### src/core/pmad_pkg.sv
// constants for the activity event and resource decode block
// Operation
// [RQ1] pm port read raises smi when enabled
// [RQ2] video enable gates device 11 reload event
// [RQ3] slice qualifies when phases exceed threshold
// [RQ4] video event when qualifying slices exceed threshold
// [RQ5] unmasked irq nmi init reload global timer
// [RQ6] rtc irq gives fast burst or break
// [RQ7] power inputs give fast burst or break
// [RQ8] software writes zero to bit three
// [RQ9] keyboard or mouse irq reloads global timer
// [RQ10] unmasked irq nmi init give burst event
// [RQ11] unmasked timer irq gives burst event
// [RQ12] device 8 io forwarded with monitor enable
// [RQ13] device 13 ranges claimed and forwarded
// [RQ14] device 12 ranges claimed and forwarded
// [RQ15] decode keyboard ports 60h and 64h
// [RQ16] a b segments monitored, never claimed
// [RQ17] vga io monitored, never claimed
// [RQ18] enabled sound ranges claimed and forwarded
// [RQ19] frame buffer window monitored, never claimed
// [RQ20] mask bits ignore address bits 21:20
// [RQ21] base compares address bits 31:20
// [RQ22] window hit when unmasked bits match
// [RQ23] reserved activity bits read zero
package pmad_pkg;
	localparam logic [7:0]  OFS_ACTIVITY = 8'h58;
	localparam logic [7:0]  OFS_RESOURCE = 8'h5C;
	localparam logic [31:0] RST_ACTIVITY = 32'h0000_0000;
	localparam logic [31:0] RST_RESOURCE = 32'h0000_0000;
	localparam logic [31:0] ACT_WMASK    = 32'h03FF_FF7F;
	localparam int B_PORT_SMI   = 25;
	localparam int B_VIDEO      = 24;
	localparam int B_PCT_LO     = 16;
	localparam int B_PHASE_LO   = 8;
	localparam int B_IRQ_GRLD   = 6;
	localparam int B_RTC_EVT    = 5;
	localparam int B_PWR_EVT    = 4;
	localparam int B_KBD_GRLD   = 2;
	localparam int B_IRQ_EVT    = 1;
	localparam int B_TMR_EVT    = 0;
	localparam int B_DEV8_FWD   = 31;
	localparam int B_DEV13_FWD  = 30;
	localparam int B_DEV12_FWD  = 29;
	localparam int B_KBD_DEC    = 28;
	localparam int B_AB_DEC     = 27;
	localparam int B_VGA_DEC    = 26;
	localparam int B_SND_FWD    = 25;
	localparam int B_FB_DEC     = 24;
	localparam int B_FB_MASK_LO = 22;
	localparam int B_FB_BASE_LO = 10;
	localparam logic [15:0] IRQ_GROUP = 16'hFEFA;
	localparam int IRQ_TMR   = 0;
	localparam int IRQ_KBD   = 1;
	localparam int IRQ_RTC   = 8;
	localparam int IRQ_MOUSE = 12;
	localparam logic [31:0] KBD_PORT_A = 32'h0000_0060;
	localparam logic [31:0] KBD_PORT_B = 32'h0000_0064;
	localparam logic [15:0] VGA_LO     = 16'h03B0;
	localparam logic [15:0] VGA_HI     = 16'h03DF;
	localparam logic [14:0] AB_SEG     = 15'h0005;
	localparam int SLICE_BITS  = 8;
	localparam int WINDOW_BITS = 8;
endpackage

### src/core/pmad.sv
// activity event enables, video utilisation detect and resource decode
`timescale 1ns/1ps
module pmad_core
	import pmad_pkg::*;
#(
	parameter int SLICE_W  = SLICE_BITS,
	parameter int WINDOW_W = WINDOW_BITS
) (
	input  wire logic        clk_sys,
	input  wire logic        reset,
	input  wire logic [7:0]  cfg_addr,
	input  wire logic        cfg_wr,
	input  wire logic        cfg_rd,
	input  wire logic [3:0]  cfg_be,
	input  wire logic [31:0] cfg_wdata,
	output logic      [31:0] cfg_rdata,
	input  wire logic        pm_control_port_read,
	input  wire logic        smi_global_enable,
	input  wire logic [15:0] irq_level,
	input  wire logic [15:0] irq_mask,
	input  wire logic        nmi,
	input  wire logic        init,
	input  wire logic        system_mgmt_interrupt_n,
	input  wire logic        general_input_1_n,
	input  wire logic        power_button_n,
	input  wire logic        lid_switch,
	input  wire logic        pci_data_phase,
	input  wire logic        pci_valid,
	input  wire logic        pci_is_io,
	input  wire logic        pci_is_mem,
	input  wire logic [31:0] pci_addr,
	input  wire logic        parallel_port_monitor_enable,
	input  wire logic        dev8_io_hit,
	input  wire logic        dev13_memory_enable,
	input  wire logic        dev13_io_enable,
	input  wire logic        dev13_mem_hit,
	input  wire logic        dev13_io_hit,
	input  wire logic        dev12_memory_enable,
	input  wire logic        dev12_io_enable,
	input  wire logic        dev12_mem_hit,
	input  wire logic        dev12_io_hit,
	input  wire logic        kbd_forward_enable,
	input  wire logic        sound_decode_enable,
	input  wire logic        sound_range_hit,
	output logic             smi_request,
	output logic             global_reload,
	output logic             fast_burst_event,
	output logic             burst_event,
	output logic             video_event,
	output logic             pci_claim,
	output logic             kbd_port_hit,
	output logic             vga_io_hit,
	output logic             ab_segment_hit,
	output logic             fb_window_hit
);
	logic [31:0] device_activity_events;
	logic [31:0] device_resource_decode;
	logic [15:0] irq_prev;
	logic        nmi_prev;
	logic        init_prev;
	logic [3:0]  pwr_prev;
	logic [SLICE_W-1:0]  slice_clk;
	logic [SLICE_W:0]    phase_cnt;
	logic [WINDOW_W-1:0] window_slice;
	logic [WINDOW_W:0]   qual_cnt;
	logic [31:0] next_activity;
	logic [31:0] next_resource;
	logic        wr_act;
	logic        wr_res;
	logic [15:0] irq_rise;
	logic [15:0] irq_live;
	logic        grp_rise;
	logic [3:0]  pwr_now;
	logic        pwr_rise;
	logic        slice_end;
	logic        window_end;
	logic [SLICE_W:0]  phase_total;
	logic              slice_qual;
	logic [WINDOW_W:0] qual_total;
	logic [11:0] fb_base;
	logic [11:0] fb_keep;
	logic        io_ok;
	logic        mem_ok;
	logic        hit_kbd;
	logic        hit_vga;
	logic        hit_ab;
	logic        hit_fb;
	logic        fwd;
	logic [7:0]  phase_thr;
	logic [7:0]  pct_thr;

	assign wr_act = cfg_wr && cfg_addr == OFS_ACTIVITY;
	assign wr_res = cfg_wr && cfg_addr == OFS_RESOURCE;

	always_comb begin
		next_activity = device_activity_events;
		next_resource = device_resource_decode;
		for (int i = 0; i < 4; i++) begin
			if (cfg_be[i]) begin
				next_activity[i*8 +: 8] = cfg_wdata[i*8 +: 8];
				next_resource[i*8 +: 8] = cfg_wdata[i*8 +: 8];
			end
		end
		// reserved bits held at zero on every write; see [RQ23]
		next_activity = next_activity & ACT_WMASK;
	end

	// bit three is stored as written; software must keep it zero, see [RQ8]
	always_ff @(posedge clk_sys) begin
		if (reset) begin
			device_activity_events <= RST_ACTIVITY;
		end else if (wr_act) begin
			device_activity_events <= next_activity;
		end
	end

	always_ff @(posedge clk_sys) begin
		if (reset) begin
			device_resource_decode <= RST_RESOURCE;
		end else if (wr_res) begin
			device_resource_decode <= next_resource;
		end
	end

	always_ff @(posedge clk_sys) begin
		if (reset) begin
			cfg_rdata <= 32'h0000_0000;
		end else if (cfg_rd) begin
			unique case (cfg_addr)
				OFS_ACTIVITY: cfg_rdata <= device_activity_events;
				OFS_RESOURCE: cfg_rdata <= device_resource_decode;
				default:      cfg_rdata <= 32'h0000_0000;
			endcase
		end
	end

	// edges taken against the raw level: unmasking a held line is no event
	assign pwr_now  = {~system_mgmt_interrupt_n, ~general_input_1_n,
		~power_button_n, lid_switch};
	assign irq_live = irq_level & ~irq_mask;
	assign irq_rise = irq_live & ~irq_prev;
	assign grp_rise = |(irq_rise & IRQ_GROUP) || (nmi && !nmi_prev) ||
		(init && !init_prev);
	assign pwr_rise = |(pwr_now & ~pwr_prev);

	always_ff @(posedge clk_sys) begin
		if (reset) begin
			irq_prev  <= 16'h0000;
			nmi_prev  <= 1'b0;
			init_prev <= 1'b0;
			pwr_prev  <= 4'h0;
		end else begin
			irq_prev  <= irq_level;
			nmi_prev  <= nmi;
			init_prev <= init;
			pwr_prev  <= pwr_now;
		end
	end

	always_ff @(posedge clk_sys) begin
		if (reset) begin
			smi_request <= 1'b0;
		end else begin
			smi_request <= pm_control_port_read && smi_global_enable &&
				device_activity_events[B_PORT_SMI]; // see [RQ1]
		end
	end

	// kbd and mouse lines use the raw level, mask does not apply
	always_ff @(posedge clk_sys) begin
		if (reset) begin
			global_reload <= 1'b0;
		end else begin
			global_reload <= (device_activity_events[B_IRQ_GRLD] &&
				grp_rise) || // see [RQ5]
				(device_activity_events[B_KBD_GRLD] &&
				(irq_level[IRQ_KBD] && !irq_prev[IRQ_KBD] ||
				irq_level[IRQ_MOUSE] && !irq_prev[IRQ_MOUSE])); // see [RQ9]
		end
	end

	always_ff @(posedge clk_sys) begin
		if (reset) begin
			fast_burst_event <= 1'b0;
		end else begin
			fast_burst_event <= (device_activity_events[B_RTC_EVT] &&
				irq_rise[IRQ_RTC]) || // see [RQ6]
				(device_activity_events[B_PWR_EVT] && pwr_rise); // see [RQ7]
		end
	end

	always_ff @(posedge clk_sys) begin
		if (reset) begin
			burst_event <= 1'b0;
		end else begin
			burst_event <= (device_activity_events[B_IRQ_EVT] &&
				grp_rise) || // see [RQ10]
				(device_activity_events[B_TMR_EVT] &&
				irq_rise[IRQ_TMR]); // see [RQ11]
		end
	end

	// video utilisation: phases per slice, qualifying slices per window
	assign phase_thr   = device_activity_events[B_PHASE_LO +: 8];
	assign pct_thr     = device_activity_events[B_PCT_LO +: 8];
	assign slice_end   = &slice_clk;
	assign window_end  = slice_end && &window_slice;
	assign phase_total = phase_cnt + {{SLICE_W{1'b0}}, pci_data_phase};
	assign slice_qual  = 32'(phase_total) > 32'(phase_thr);
	assign qual_total  = qual_cnt + {{WINDOW_W{1'b0}}, slice_qual};

	always_ff @(posedge clk_sys) begin
		if (reset) begin
			slice_clk <= '0;
			phase_cnt <= '0;
		end else begin
			slice_clk <= slice_clk + 1'b1;
			// count cannot pass 2^SLICE_W, so no saturation is needed
			phase_cnt <= slice_end ? '0 : phase_total; // see [RQ3]
		end
	end

	always_ff @(posedge clk_sys) begin
		if (reset) begin
			window_slice <= '0;
			qual_cnt     <= '0;
		end else if (slice_end) begin
			window_slice <= window_slice + 1'b1;
			qual_cnt     <= window_end ? '0 : qual_total; // see [RQ4]
		end
	end

	always_ff @(posedge clk_sys) begin
		if (reset) begin
			video_event <= 1'b0;
		end else begin
			video_event <= window_end && device_activity_events[B_VIDEO] &&
				32'(qual_total) > 32'(pct_thr); // see [RQ2]
		end
	end

	// resource decode
	assign io_ok   = pci_valid && pci_is_io;
	assign mem_ok  = pci_valid && pci_is_mem;
	assign fb_base = device_resource_decode[B_FB_BASE_LO +: 12];
	assign fb_keep = {10'h3FF,
		~device_resource_decode[B_FB_MASK_LO +: 2]}; // see [RQ20]
	assign hit_fb  = mem_ok && device_resource_decode[B_FB_DEC] &&
		((pci_addr[31:20] ^ fb_base) & fb_keep) == 12'h000; // see [RQ21] [RQ22]
	assign hit_kbd = io_ok && device_resource_decode[B_KBD_DEC] &&
		(pci_addr == KBD_PORT_A || pci_addr == KBD_PORT_B); // see [RQ15]
	assign hit_vga = io_ok && device_resource_decode[B_VGA_DEC] &&
		pci_addr[31:16] == 16'h0000 &&
		pci_addr[15:0] >= VGA_LO && pci_addr[15:0] <= VGA_HI; // see [RQ17]
	assign hit_ab  = mem_ok && device_resource_decode[B_AB_DEC] &&
		pci_addr[31:17] == AB_SEG; // see [RQ16]

	// monitor-only decodes never enter the claim term; see [RQ16] [RQ17] [RQ19]
	assign fwd =
		(io_ok && device_resource_decode[B_DEV8_FWD] &&
		parallel_port_monitor_enable && dev8_io_hit) || // see [RQ12]
		(device_resource_decode[B_DEV13_FWD] &&
		(mem_ok && dev13_memory_enable && dev13_mem_hit ||
		io_ok && dev13_io_enable && dev13_io_hit)) || // see [RQ13]
		(device_resource_decode[B_DEV12_FWD] &&
		(mem_ok && dev12_memory_enable && dev12_mem_hit ||
		io_ok && dev12_io_enable && dev12_io_hit)) || // see [RQ14]
		(hit_kbd && kbd_forward_enable) ||
		(io_ok && device_resource_decode[B_SND_FWD] &&
		sound_decode_enable && sound_range_hit); // see [RQ18]

	always_ff @(posedge clk_sys) begin
		if (reset) begin
			pci_claim      <= 1'b0;
			kbd_port_hit   <= 1'b0;
			vga_io_hit     <= 1'b0;
			ab_segment_hit <= 1'b0;
			fb_window_hit  <= 1'b0;
		end else begin
			pci_claim      <= fwd;
			kbd_port_hit   <= hit_kbd;
			vga_io_hit     <= hit_vga;
			ab_segment_hit <= hit_ab;
			fb_window_hit  <= hit_fb;
		end
	end
endmodule // pmad_core

### config.mk
export PLATFORM = sky130hd
export DESIGN_NAME = pmad_core
export DESIGN_NICKNAME = d
export VERILOG_FILES = /design/src/core/pmad_pkg.sv /design/src/core/pmad.sv
export SDC_FILE = /design/constraint.sdc
export NUM_CORES = 1
export LEC_CHECK = 0
export ABC_AREA = 1
export ABC_CLOCK_PERIOD_IN_PS = 10900
export BUFFER_PORTS_ARGS = -buffer_cell sky130_fd_sc_hd__buf_2
export CAP_MARGIN = 20
export CORE_MARGIN = 2
export CORE_UTILIZATION = 30
export DETAILED_ROUTE_END_ITERATION = 12
export SLEW_MARGIN = 20
export SYNTH_ARGS = -nofsm -noshare
export SYNTH_HDL_FRONTEND = slang
export SYNTH_SLANG_ARGS = --single-unit
### constraint.sdc
create_clock -name clk_sys -period 10.9 [get_ports clk_sys]
set_input_delay 2.18 -clock clk_sys [delete_from_list [all_inputs] [get_ports clk_sys]]
set_output_delay 2.18 -clock clk_sys [all_outputs]
set_load 0.005 [all_outputs]
-- Yosys cells after proc, flatten, opt, wreduce, memory -nomap -nowiden
Cells that the tools add are included.
- add/subtract/negate cells: 4
- $lt $le $gt $ge: 4
- equal/unequal tests: 5
- multiplexer cells: 2
- bitwise logic cells: 12
- reductions and logical operators: 78
- operators with widths (kind ; number):
    equality test 32 x 7 -> 1 bit (second input constant) ; 2
    one-hot mux 32 bit (2 select lines) ; 1
    logical AND 1 bit ; 46
    AND 16 bit ; 2
    inverter 16 bit ; 2
    adder 9 x 1 -> 9 bit ; 2
    > comparator 9 x 8 -> 1 bit ; 2
    adder 8 x 1 -> 8 bit (second input constant) ; 2
    equality test 8 x 7 -> 1 bit (second input constant) ; 2
    >= comparator 16 x 10 -> 1 bit (second input constant) ; 1
    <= comparator 16 x 10 -> 1 bit (second input constant) ; 1
    zero test 16 bit ; 1
    AND reduction 2 bit ; 8
    AND reduction 8 bit ; 2
    equality test 15 x 3 -> 1 bit (second input constant) ; 1
    logical OR 1 bit ; 13
    OR reduction 13 bit ; 1
    AND 12 bit ; 1
    zero test 12 bit ; 1
    bitwise XOR 12 bit ; 1
    2-to-1 mux 9 bit ; 1
    AND 4 bit ; 1
    zero test 1 bit ; 4
    inverter 4 bit ; 1
    other kinds (4) ; 6
- flip-flop bits (word level): 155
- input port bits: 137
- logic and storage cells: 132

-- Depth between registers and ports, before layout
Gate-level depths: netlist (run 1).
- depth after elaboration: 9
- gate-level depth with buffers: 30
- mapped depth without buffers: 30

-- Least setup slack after synthesis (run 1)
Ideal clock, no wire load.
- path kind: input port to flip-flop
- start: input port pci_data_phase
- end: register video_event
- setup time: 0.116 ns
- arrival: 5.189 ns
- required time: 10.784 ns
- setup slack: 5.595 ns
- cell stages on the path: 28
- cell sequence: ha_1 > ha_1 > nand2_1 > nor2_1 > xnor2_1 > inv_1 > ha_1 > nand2_1 > nor2_1 > nand2_1 > nand3_1 > nand2_1 > nand2_1 > nand2_1 > nand2_1 > nand2_1 > nand2_1 > ha_1 > ha_1 > nand3_1 > nor2_1 > xor2_1 > ha_1 > a21o_1 > a21oi_1 > nand2_1 > nand2_1 > a21oi_1
- longest elaborated chain between the ends: 5
- ends and longest elaborated chain (element ; line ; source):
    start, declared ; pmad.sv:27 ; input wire logic pci_data_phase,
    adder 9 x 1 -> 9 bit ; pmad.sv:208 ; assign phase_total = phase_cnt + {{SLICE_W{1'b0}}, pci_data_phase};
    named net phase_total[4] ; pmad.sv:77 ; logic [SLICE_W:0] phase_total;
    > comparator 9 x 8 -> 1 bit ; pmad.sv:209 ; assign slice_qual = 32'(phase_total) > 32'(phase_thr);
    adder 9 x 1 -> 9 bit ; pmad.sv:210 ; assign qual_total = qual_cnt + {{WINDOW_W{1'b0}}, slice_qual};
    > comparator 9 x 8 -> 1 bit ; pmad.sv:238 ; 32'(qual_total) > 32'(pct_thr);
    logical AND 1 bit ; pmad.sv:237 ; video_event <= window_end && device_activity_events[B_VIDEO] &&
    end signal, assigned ; pmad.sv:237 ;
    end, declared ; pmad.sv:49 ; output logic video_event,
The timed path passes the listed nets, and every way through them passes these cells.
A chain may end at the register's enable or synchronous reset.

-- Worst setup path after layout (run 1)
Ends and elaborated chain as after synthesis.

==> results of run 1 <==
==> final timing paths <==
kind | startpoint | endpoint | slack (ns) | cells after the start
hold / removal | slice_clk[0]$_SDFF_PP0_ | slice_clk[0]$_SDFF_PP0_ | 0.45 | 1
hold reg to reg | slice_clk[0]$_SDFF_PP0_ | slice_clk[0]$_SDFF_PP0_ | 0.45 | 1
setup reg to reg | phase_cnt[0]$_SDFF_PP0_ | video_event$_SDFF_PP0_ | 6.85 | 28
setup / recovery | pci_data_phase | video_event$_SDFF_PP0_ | 5.28 | 29
==> sequential cells by signal, summed over array words and instances, names as in the netlist <==
name,count
pwr_prev,4
slice_clk,8
window_slice,8
device_resource_decode,32
fb_window_hit,1
kbd_port_hit,1
device_activity_events,25
nmi_prev,1
vga_io_hit,1
fast_burst_event,1
init_prev,1
qual_cnt,9
video_event,1
irq_prev,15
pci_claim,1
smi_request,1
global_reload,1
phase_cnt,9
burst_event,1
cfg_rdata,32
ab_segment_hit,1
==> Yosys cell counts, types with 2 or more instances <==
| cell type | number |
|---|---|
| sky130_fd_sc_hd__nor2_1 | 251 |
| sky130_fd_sc_hd__dfxtp_1 | 154 |
| sky130_fd_sc_hd__inv_1 | 147 |
| sky130_fd_sc_hd__nand2_1 | 146 |
| sky130_fd_sc_hd__o21ai_0 | 101 |
| sky130_fd_sc_hd__nand3_1 | 50 |
| sky130_fd_sc_hd__a21oi_1 | 24 |
| sky130_fd_sc_hd__ha_1 | 22 |
| sky130_fd_sc_hd__clkbuf_1 | 17 |
| sky130_fd_sc_hd__nand4_1 | 15 |
| sky130_fd_sc_hd__xor2_1 | 12 |
| sky130_fd_sc_hd__nor3_1 | 11 |
| sky130_fd_sc_hd__nand2_2 | 8 |
| sky130_fd_sc_hd__buf_2 | 7 |
| sky130_fd_sc_hd__or2_2 | 6 |
| sky130_fd_sc_hd__o22ai_1 | 5 |
| sky130_fd_sc_hd__inv_2 | 4 |
| sky130_fd_sc_hd__nand3b_1 | 4 |
| sky130_fd_sc_hd__xnor2_1 | 4 |
| sky130_fd_sc_hd__buf_4 | 3 |
| sky130_fd_sc_hd__clkinv_4 | 3 |
| sky130_fd_sc_hd__nand2_4 | 3 |
| sky130_fd_sc_hd__a22o_1 | 2 |
| sky130_fd_sc_hd__nor2_4 | 2 |
| sky130_fd_sc_hd__nor3_2 | 2 |
==> worst max-delay path: cells and delay by family <==
kind	cells	cell delay, ns
adder cells (fa/ha/maj)	6	1.29
AO/OA/AOI/OAI	3	0.35
buffers and inverters	2	0.18
AND/OR/NAND/NOR	16	1.49
XOR/XNOR	2	0.43
==> area by class of cell <==
| type | count | area (µm²) | area share |
|---|---|---|---|
| clock buffer | 22 | 474 | 0.0533 |
| multi-input combinational | 685 | 3310 | 0.372 |
| clock inverter | 10 | 115 | 0.0129 |
| tap | 319 | 399 | 0.0449 |
| sequential | 154 | 3080 | 0.347 |
| antenna | 2 | 5.00 | 0.000563 |
| inverter | 156 | 602 | 0.0677 |
| timing repair buffer | 179 | 906 | 0.102 |
==> routing by layer <==
layer  global-route usage  up-vias  wire (µm)
met5                    0        -         13
met4               0.0476        2        246
met3               0.0389       15        857
met2                0.272      147       9330
met1                0.205     3022       9460
li1                     -     3541          -
==> power by group through the flow <==
stage	combinational, mW	sequential [mW]	clock [mW]
floorplan	0.0511	0.590	0
global placement	0.0972	0.590	0
detailed placement	0.0979	0.590	0
CTS	0.0985	0.578	0.604
global route	0.111	0.579	0.625
finish	0.0971	0.578	0.591
==> logic make-up after synthesis <==
family | Yosys count | synth area share
simple gates | 506 | 0.302
buf+inv | 185 | 0.104
flops | 154 | 0.432
compound gates | 141 | 0.104
fa+ha+maj | 22 | 0.0386
xor+xnor | 16 | 0.0197
==> through the flow <==
stage	instance area (µm²)	instances	hold slack [ns]	total power [mW]
3_3_place_gp	8300	1493	0.431	0.687
3_5_place_dp	8300	1493	0.439	0.688
4_1_cts	8890	1525	0.453	1.28
6_report	8890	1527	0.448	1.27
5_1_grt	8890	1527	0.484	1.31
2_1_floorplan	7130	1024	0.418	0.641
==> flow_metrics.tcl, run 1 <==
set metrics [dict create \
    setup_viol_count_final 0 \
    clk-insertion-delay-late_ns 0.42 \
    timing.final.ws_setup_ns 5.28 \
    yosys_most_used_dff "sky130_fd_sc_hd__dfxtp_1" \
    place.port_buffers 175 \
    antenna_found_initial 3 \
    clk_transition_reported_paths_ns 0.06 \
    tritoncts "yes" \
    worst_setup_path_end_kind "register" \
    clock_sinks 154 \
    worst-endpoint-arrival_ns 5.93 \
    post_cts_resize_count 0 \
    detailedRoute.firstPassIterationCount 4 \
    worst_ir_drop_vdd_mv 0.102 \
    drtAntennaViolNets 0 \
    p_seq_frac 0.456 \
    cp_data_required_time_ns 11.21 \
    final_layout_size_suffix_gt1_frac 0.201 \
    clockBufferDepth 2 \
    critical_path.max_fanout 3 \
    fin_setup_tns_ns 0 \
    gp_congestion 0.797 \
    synth_async_sr_flop_share 0 \
    synth_seq_cells 154 \
    fp.dieH_um 158 \
    yosysWarnings 0 \
    worst_hold_path_type "reg -> reg" \
    first_iter_violations 332 \
    skew_ns 0.00589 \
    post_drt_wl_per_cell_um 13.0 \
    clock_power_frac 0.467 \
    finalHoldViolCount 0 \
    h-tree-depth 4 \
    rsz_0062_raised_after_global_routing "false" \
    floorplan.rows 56 \
    via_per_inst 4.41 \
    crit_slowest_cell "sky130_fd_sc_hd__ha_1" \
    final_min_period_over_clock_period 0.516 \
    cap_viol_max_count 0 \
    critical_path.max_stage_delay_ns 0.30 \
    design.portCount 179 \
    floorplan.core_area_um2 23400 \
    cts_hold_repair.buffers 0 \
    post_synth_num_cell_types 46 \
    wirelength_um 19900 \
    wire_length_of_the_first_global_routing_pass_um 31300 \
    fmax_ghz 0.178 \
    nNetsFinal 1352 \
    worstMarginPinSlew_ns 0.830 \
    cp-start-kind "input port" \
    leakagePower_nw 4.23 \
    power_frac_comb 0.077 \
    syn_nets 1183 \
    fillers 2536 \
    post-synth-top-area-fraction 0.432 \
    pin_count_of_the_biggest_net_entering_global_routing 75 \
    synth.largest_area_cell "sky130_fd_sc_hd__dfxtp_1" \
    relative_slew_slack 0.446 \
    timing_max_transition_violations_final 0 \
    hpwl_reported_at_the_end_of_detailed_placement_um 14500 \
    postSynthAreaPerCell_um2 6.96 \
    power_report.internal_total_mw 0.971 \
    timing.critical_path.mode_cell "sky130_fd_sc_hd__nand2_1" \
    drc 0 \
    groute.usage.overall 0.162 \
    areaGrowthSynthToFinish_pct 24.7 \
    synth.cell_area_um2 7130 \
    status "completed" \
    die_footprint_um2 25000 \
    number_of_global_route_vias_before_repair 6294 \
    post-place-ws_ns 4.91 \
    start_util 0.305 \
    netlist_top_cells_area "sky130_fd_sc_hd__dfxtp_1, sky130_fd_sc_hd__nor2_1, sky130_fd_sc_hd__inv_1" \
    p_sw_mw 0.295 \
    leading_cell_types_in_the_layout_fill_and_taps_excluded "sky130_fd_sc_hd__nor2_1, sky130_fd_sc_hd__buf_2, sky130_fd_sc_hd__dfxtp_1" \
    vias 6727 \
    cts_inserted_buffers 17 \
    post-route-util 0.380 \
    clock_period_minus_final_worst_setup_slack_ns 5.62 \
    cts_setup_buffers 0 \
    powerDensity_nw_per_um2 142 \
    grt.overflow.total 0 \
    yosysSeqAreaShare 0.432 \
    most_common_cell_after_layout_fill_and_taps_aside "sky130_fd_sc_hd__nor2_1" \
    ctsRootBufferMaster "sky130_fd_sc_hd__clkbuf_16" \
    netlist_instances 1024 \
    switching_portion_of_total_power 0.233 \
    kind_of_critical_path "in -> reg" \
    synth-edff-count 0 \
    die_w_um 158 \
]
Note: power is estimated with default switching activity, not from simulation.
==> inputs of run 2 (changes only) <==
Settings changed: ABC_CLOCK_PERIOD_IN_PS 10900 to 4500.
Clock period 10.9 ns to 4.5 ns, I/O delays scaled along.
==> run 2 against run 1 <==
- routed wire length is 0.66% lower
- sequential share of layout area hardly changed
- sequential power is 140% higher
- critical path depth stayed put
- core utilization hardly changed
- largest power group is now sequential cells
- critical endpoint unchanged
- via count is 0.79% lower
- critical path type unchanged
- worst setup slack worse by 4.9 ns
- power is 140% higher
- first-iteration DRC count is 11% higher
- hold slack better by 0.0086 ns
==> flow_metrics.tcl, run 2 (synthesized netlist as in run 1, its figures left out) <==
set metrics [dict create \
    timing.critical_path.mode_cell "sky130_fd_sc_hd__nand2_1" \
    areaGrowthSynthToFinish_pct 24.7 \
    critical_path.max_stage_delay_ns 0.30 \
    vias 6674 \
    power_report.internal_total_mw 2.30 \
    cts_setup_buffers 0 \
    grt.overflow.total 0 \
    p_sw_mw 0.723 \
    worst_ir_drop_vdd_mv 0.259 \
    nNetsFinal 1354 \
    setup_viol_count_final 0 \
    post-place-ws_ns -0.0122 \
    leading_cell_types_in_the_layout_fill_and_taps_excluded "sky130_fd_sc_hd__nor2_1, sky130_fd_sc_hd__buf_2, sky130_fd_sc_hd__dfxtp_1" \
    hold-worst-slack_ns 0.457 \
    critical_path.max_fanout 3 \
    die_w_um 158 \
    power_frac_comb 0.078 \
    worst_hold_path_type "reg -> reg" \
    design.portCount 179 \
    post_cts_resize_count 0 \
    cp-start-kind "input port" \
    detailroute.wirelength.met3_um 956 \
    crit_slowest_cell "sky130_fd_sc_hd__ha_1" \
    fin_area_um2 8890 \
    power_after_layout_mw 3.03 \
    worst-endpoint-arrival_ns 4.40 \
    drc 0 \
    switching_portion_of_total_power 0.239 \
    powerDensity_nw_per_um2 340 \
    cap_viol_max_count 0 \
    gp_congestion 0.865 \
    timing_max_transition_violations_final 0 \
    timing.final.ws_setup_ns 0.399 \
    maxUsedRoutingLayer "met4" \
    kind_of_critical_path "in -> reg" \
    ctsRootBufferMaster "sky130_fd_sc_hd__clkbuf_16" \
    start_util 0.305 \
    drtAntennaViolNets 0 \
    number_of_global_route_vias_before_repair 6312 \
    fp.dieH_um 158 \
    finalHoldViolCount 0 \
    clockBufferDepth 2 \
    post-route-util 0.380 \
    drt-met1-wl_um 9220 \
    p_seq_frac 0.462 \
    wire_length_of_the_first_global_routing_pass_um 31500 \
    floorplan.core_area_um2 23400 \
    clock_period_minus_final_worst_setup_slack_ns 4.10 \
    post_drt_wl_per_cell_um 12.9 \
    skew_ns 0.00852 \
    most_common_cell_after_layout_fill_and_taps_aside "sky130_fd_sc_hd__nor2_1" \
    first_iter_violations 370 \
    clock_sinks 154 \
    clk-insertion-delay-late_ns 0.42 \
    wirelength_um 19800 \
    via_per_inst 4.37 \
    fillers 2499 \
    place.port_buffers 175 \
    worst_setup_path_end_kind "register" \
    fmax_ghz 0.244 \
    floorplan.rows 56 \
    antenna_cells 0 \
    clock_power_frac 0.460 \
    tritoncts "yes" \
    status "completed" \
    die_footprint_um2 25000 \
    clk_transition_reported_paths_ns 0.06 \
    dpl_cell_area_um2 8310 \
    antenna_found_initial 0 \
    pin_count_of_the_biggest_net_entering_global_routing 72 \
    final_layout_size_suffix_gt1_frac 0.203 \
    h-tree-depth 4 \
    final_min_period_over_clock_period 0.911 \
    relative_slew_slack 0.443 \
    worstMarginPinSlew_ns 0.834 \
    wl_met2_um 9350 \
    cts_inserted_buffers 17 \
    cts_hold_repair.buffers 0 \
    cp_data_required_time_ns 4.80 \
    groute.usage.overall 0.162 \
    biggestRegsByFlops "cfg_rdata x32, device_resource_decode x32, device_activity_events x25" \
    rsz_0062_raised_after_global_routing "false" \
    leakagePower_nw 4.23 \
    detailedRoute.firstPassIterationCount 4 \
    hpwl_reported_at_the_end_of_detailed_placement_um 14700 \
]
## run 2: cell types whose count changed in the layout (fill, tap and decap cells not counted)
| cell | before | now |
|---|---|---|
| sky130_fd_sc_hd__inv_6 | 2 | 3 |
| sky130_fd_sc_hd__clkbuf_1 | 2 | 1 |
| sky130_fd_sc_hd__clkinv_2 | 4 | 2 |
| sky130_fd_sc_hd__diode_2 | 2 | 0 |
| sky130_fd_sc_hd__bufinv_16 | 2 | 1 |
| sky130_fd_sc_hd__buf_4 | 4 | 6 |
| sky130_fd_sc_hd__clkinv_4 | 3 | 6 |
## run 2: worst max-delay path, delay by kind of cell
| family | cells | cell delay, ns |
|---|---|---|
| AOI/OAI and AO/OA | 3 | 0.34 |
| and+or+nand+nor | 16 | 1.38 |
| xor gates and xnor gates | 2 | 0.39 |
| adders and majority gates | 6 | 1.24 |
| buffers and inverters | 2 | 0.17 |
## run 2: power groups by stage
stage	combinational [mW]	clock, mW	sequential (mW)
2_1_floorplan	0.124	0	1.43
3_3_place_gp	0.237	0	1.43
3_5_place_dp	0.239	0	1.43
4_1_cts	0.240	1.43	1.40
5_1_grt	0.273	1.48	1.40
6_report	0.237	1.39	1.40
## run 2: layout make-up
class	instances	area, µm²	area share
Clock buffer	21	470	0.0529
Timing Repair Buffer	181	921	0.104
Multi-Input combinational cell	685	3310	0.372
Sequential cell	154	3080	0.347
Inverter	156	602	0.0677
Clock inverter	11	110	0.0124
Tap cell	319	399	0.0449
## run 2: metal layers
layer,GRT usage,vias up
li1,-,3553
met1,0.201,2965
met2,0.282,141
met3,0.0383,15
met4,0.0429,0
met5,0,-
## run 2: worst paths after layout
| path | cells past startpoint | end | start | slack [ns] |
|---|---|---|---|---|
| min reg2reg | 1 | slice_clk[0]$_SDFF_PP0_ | slice_clk[0]$_SDFF_PP0_ | 0.46 |
| max | 29 | video_event$_SDFF_PP0_ | pci_data_phase | 0.40 |
| min | 1 | slice_clk[0]$_SDFF_PP0_ | slice_clk[0]$_SDFF_PP0_ | 0.46 |
| max reg2reg | 28 | video_event$_SDFF_PP0_ | phase_cnt[0]$_SDFF_PP0_ | 0.67 |
## run 2: through the flow
| step | setup TNS (ns) | instances |
|---|---|---|
| 2_1_floorplan | 0 | 1024 |
| 3_3_place_gp | 0 | 1495 |
| 6_report | 0 | 1527 |
| 3_5_place_dp | -0.0122 | 1495 |
| 5_1_grt | 0 | 1527 |
| 4_1_cts | 0 | 1527 |
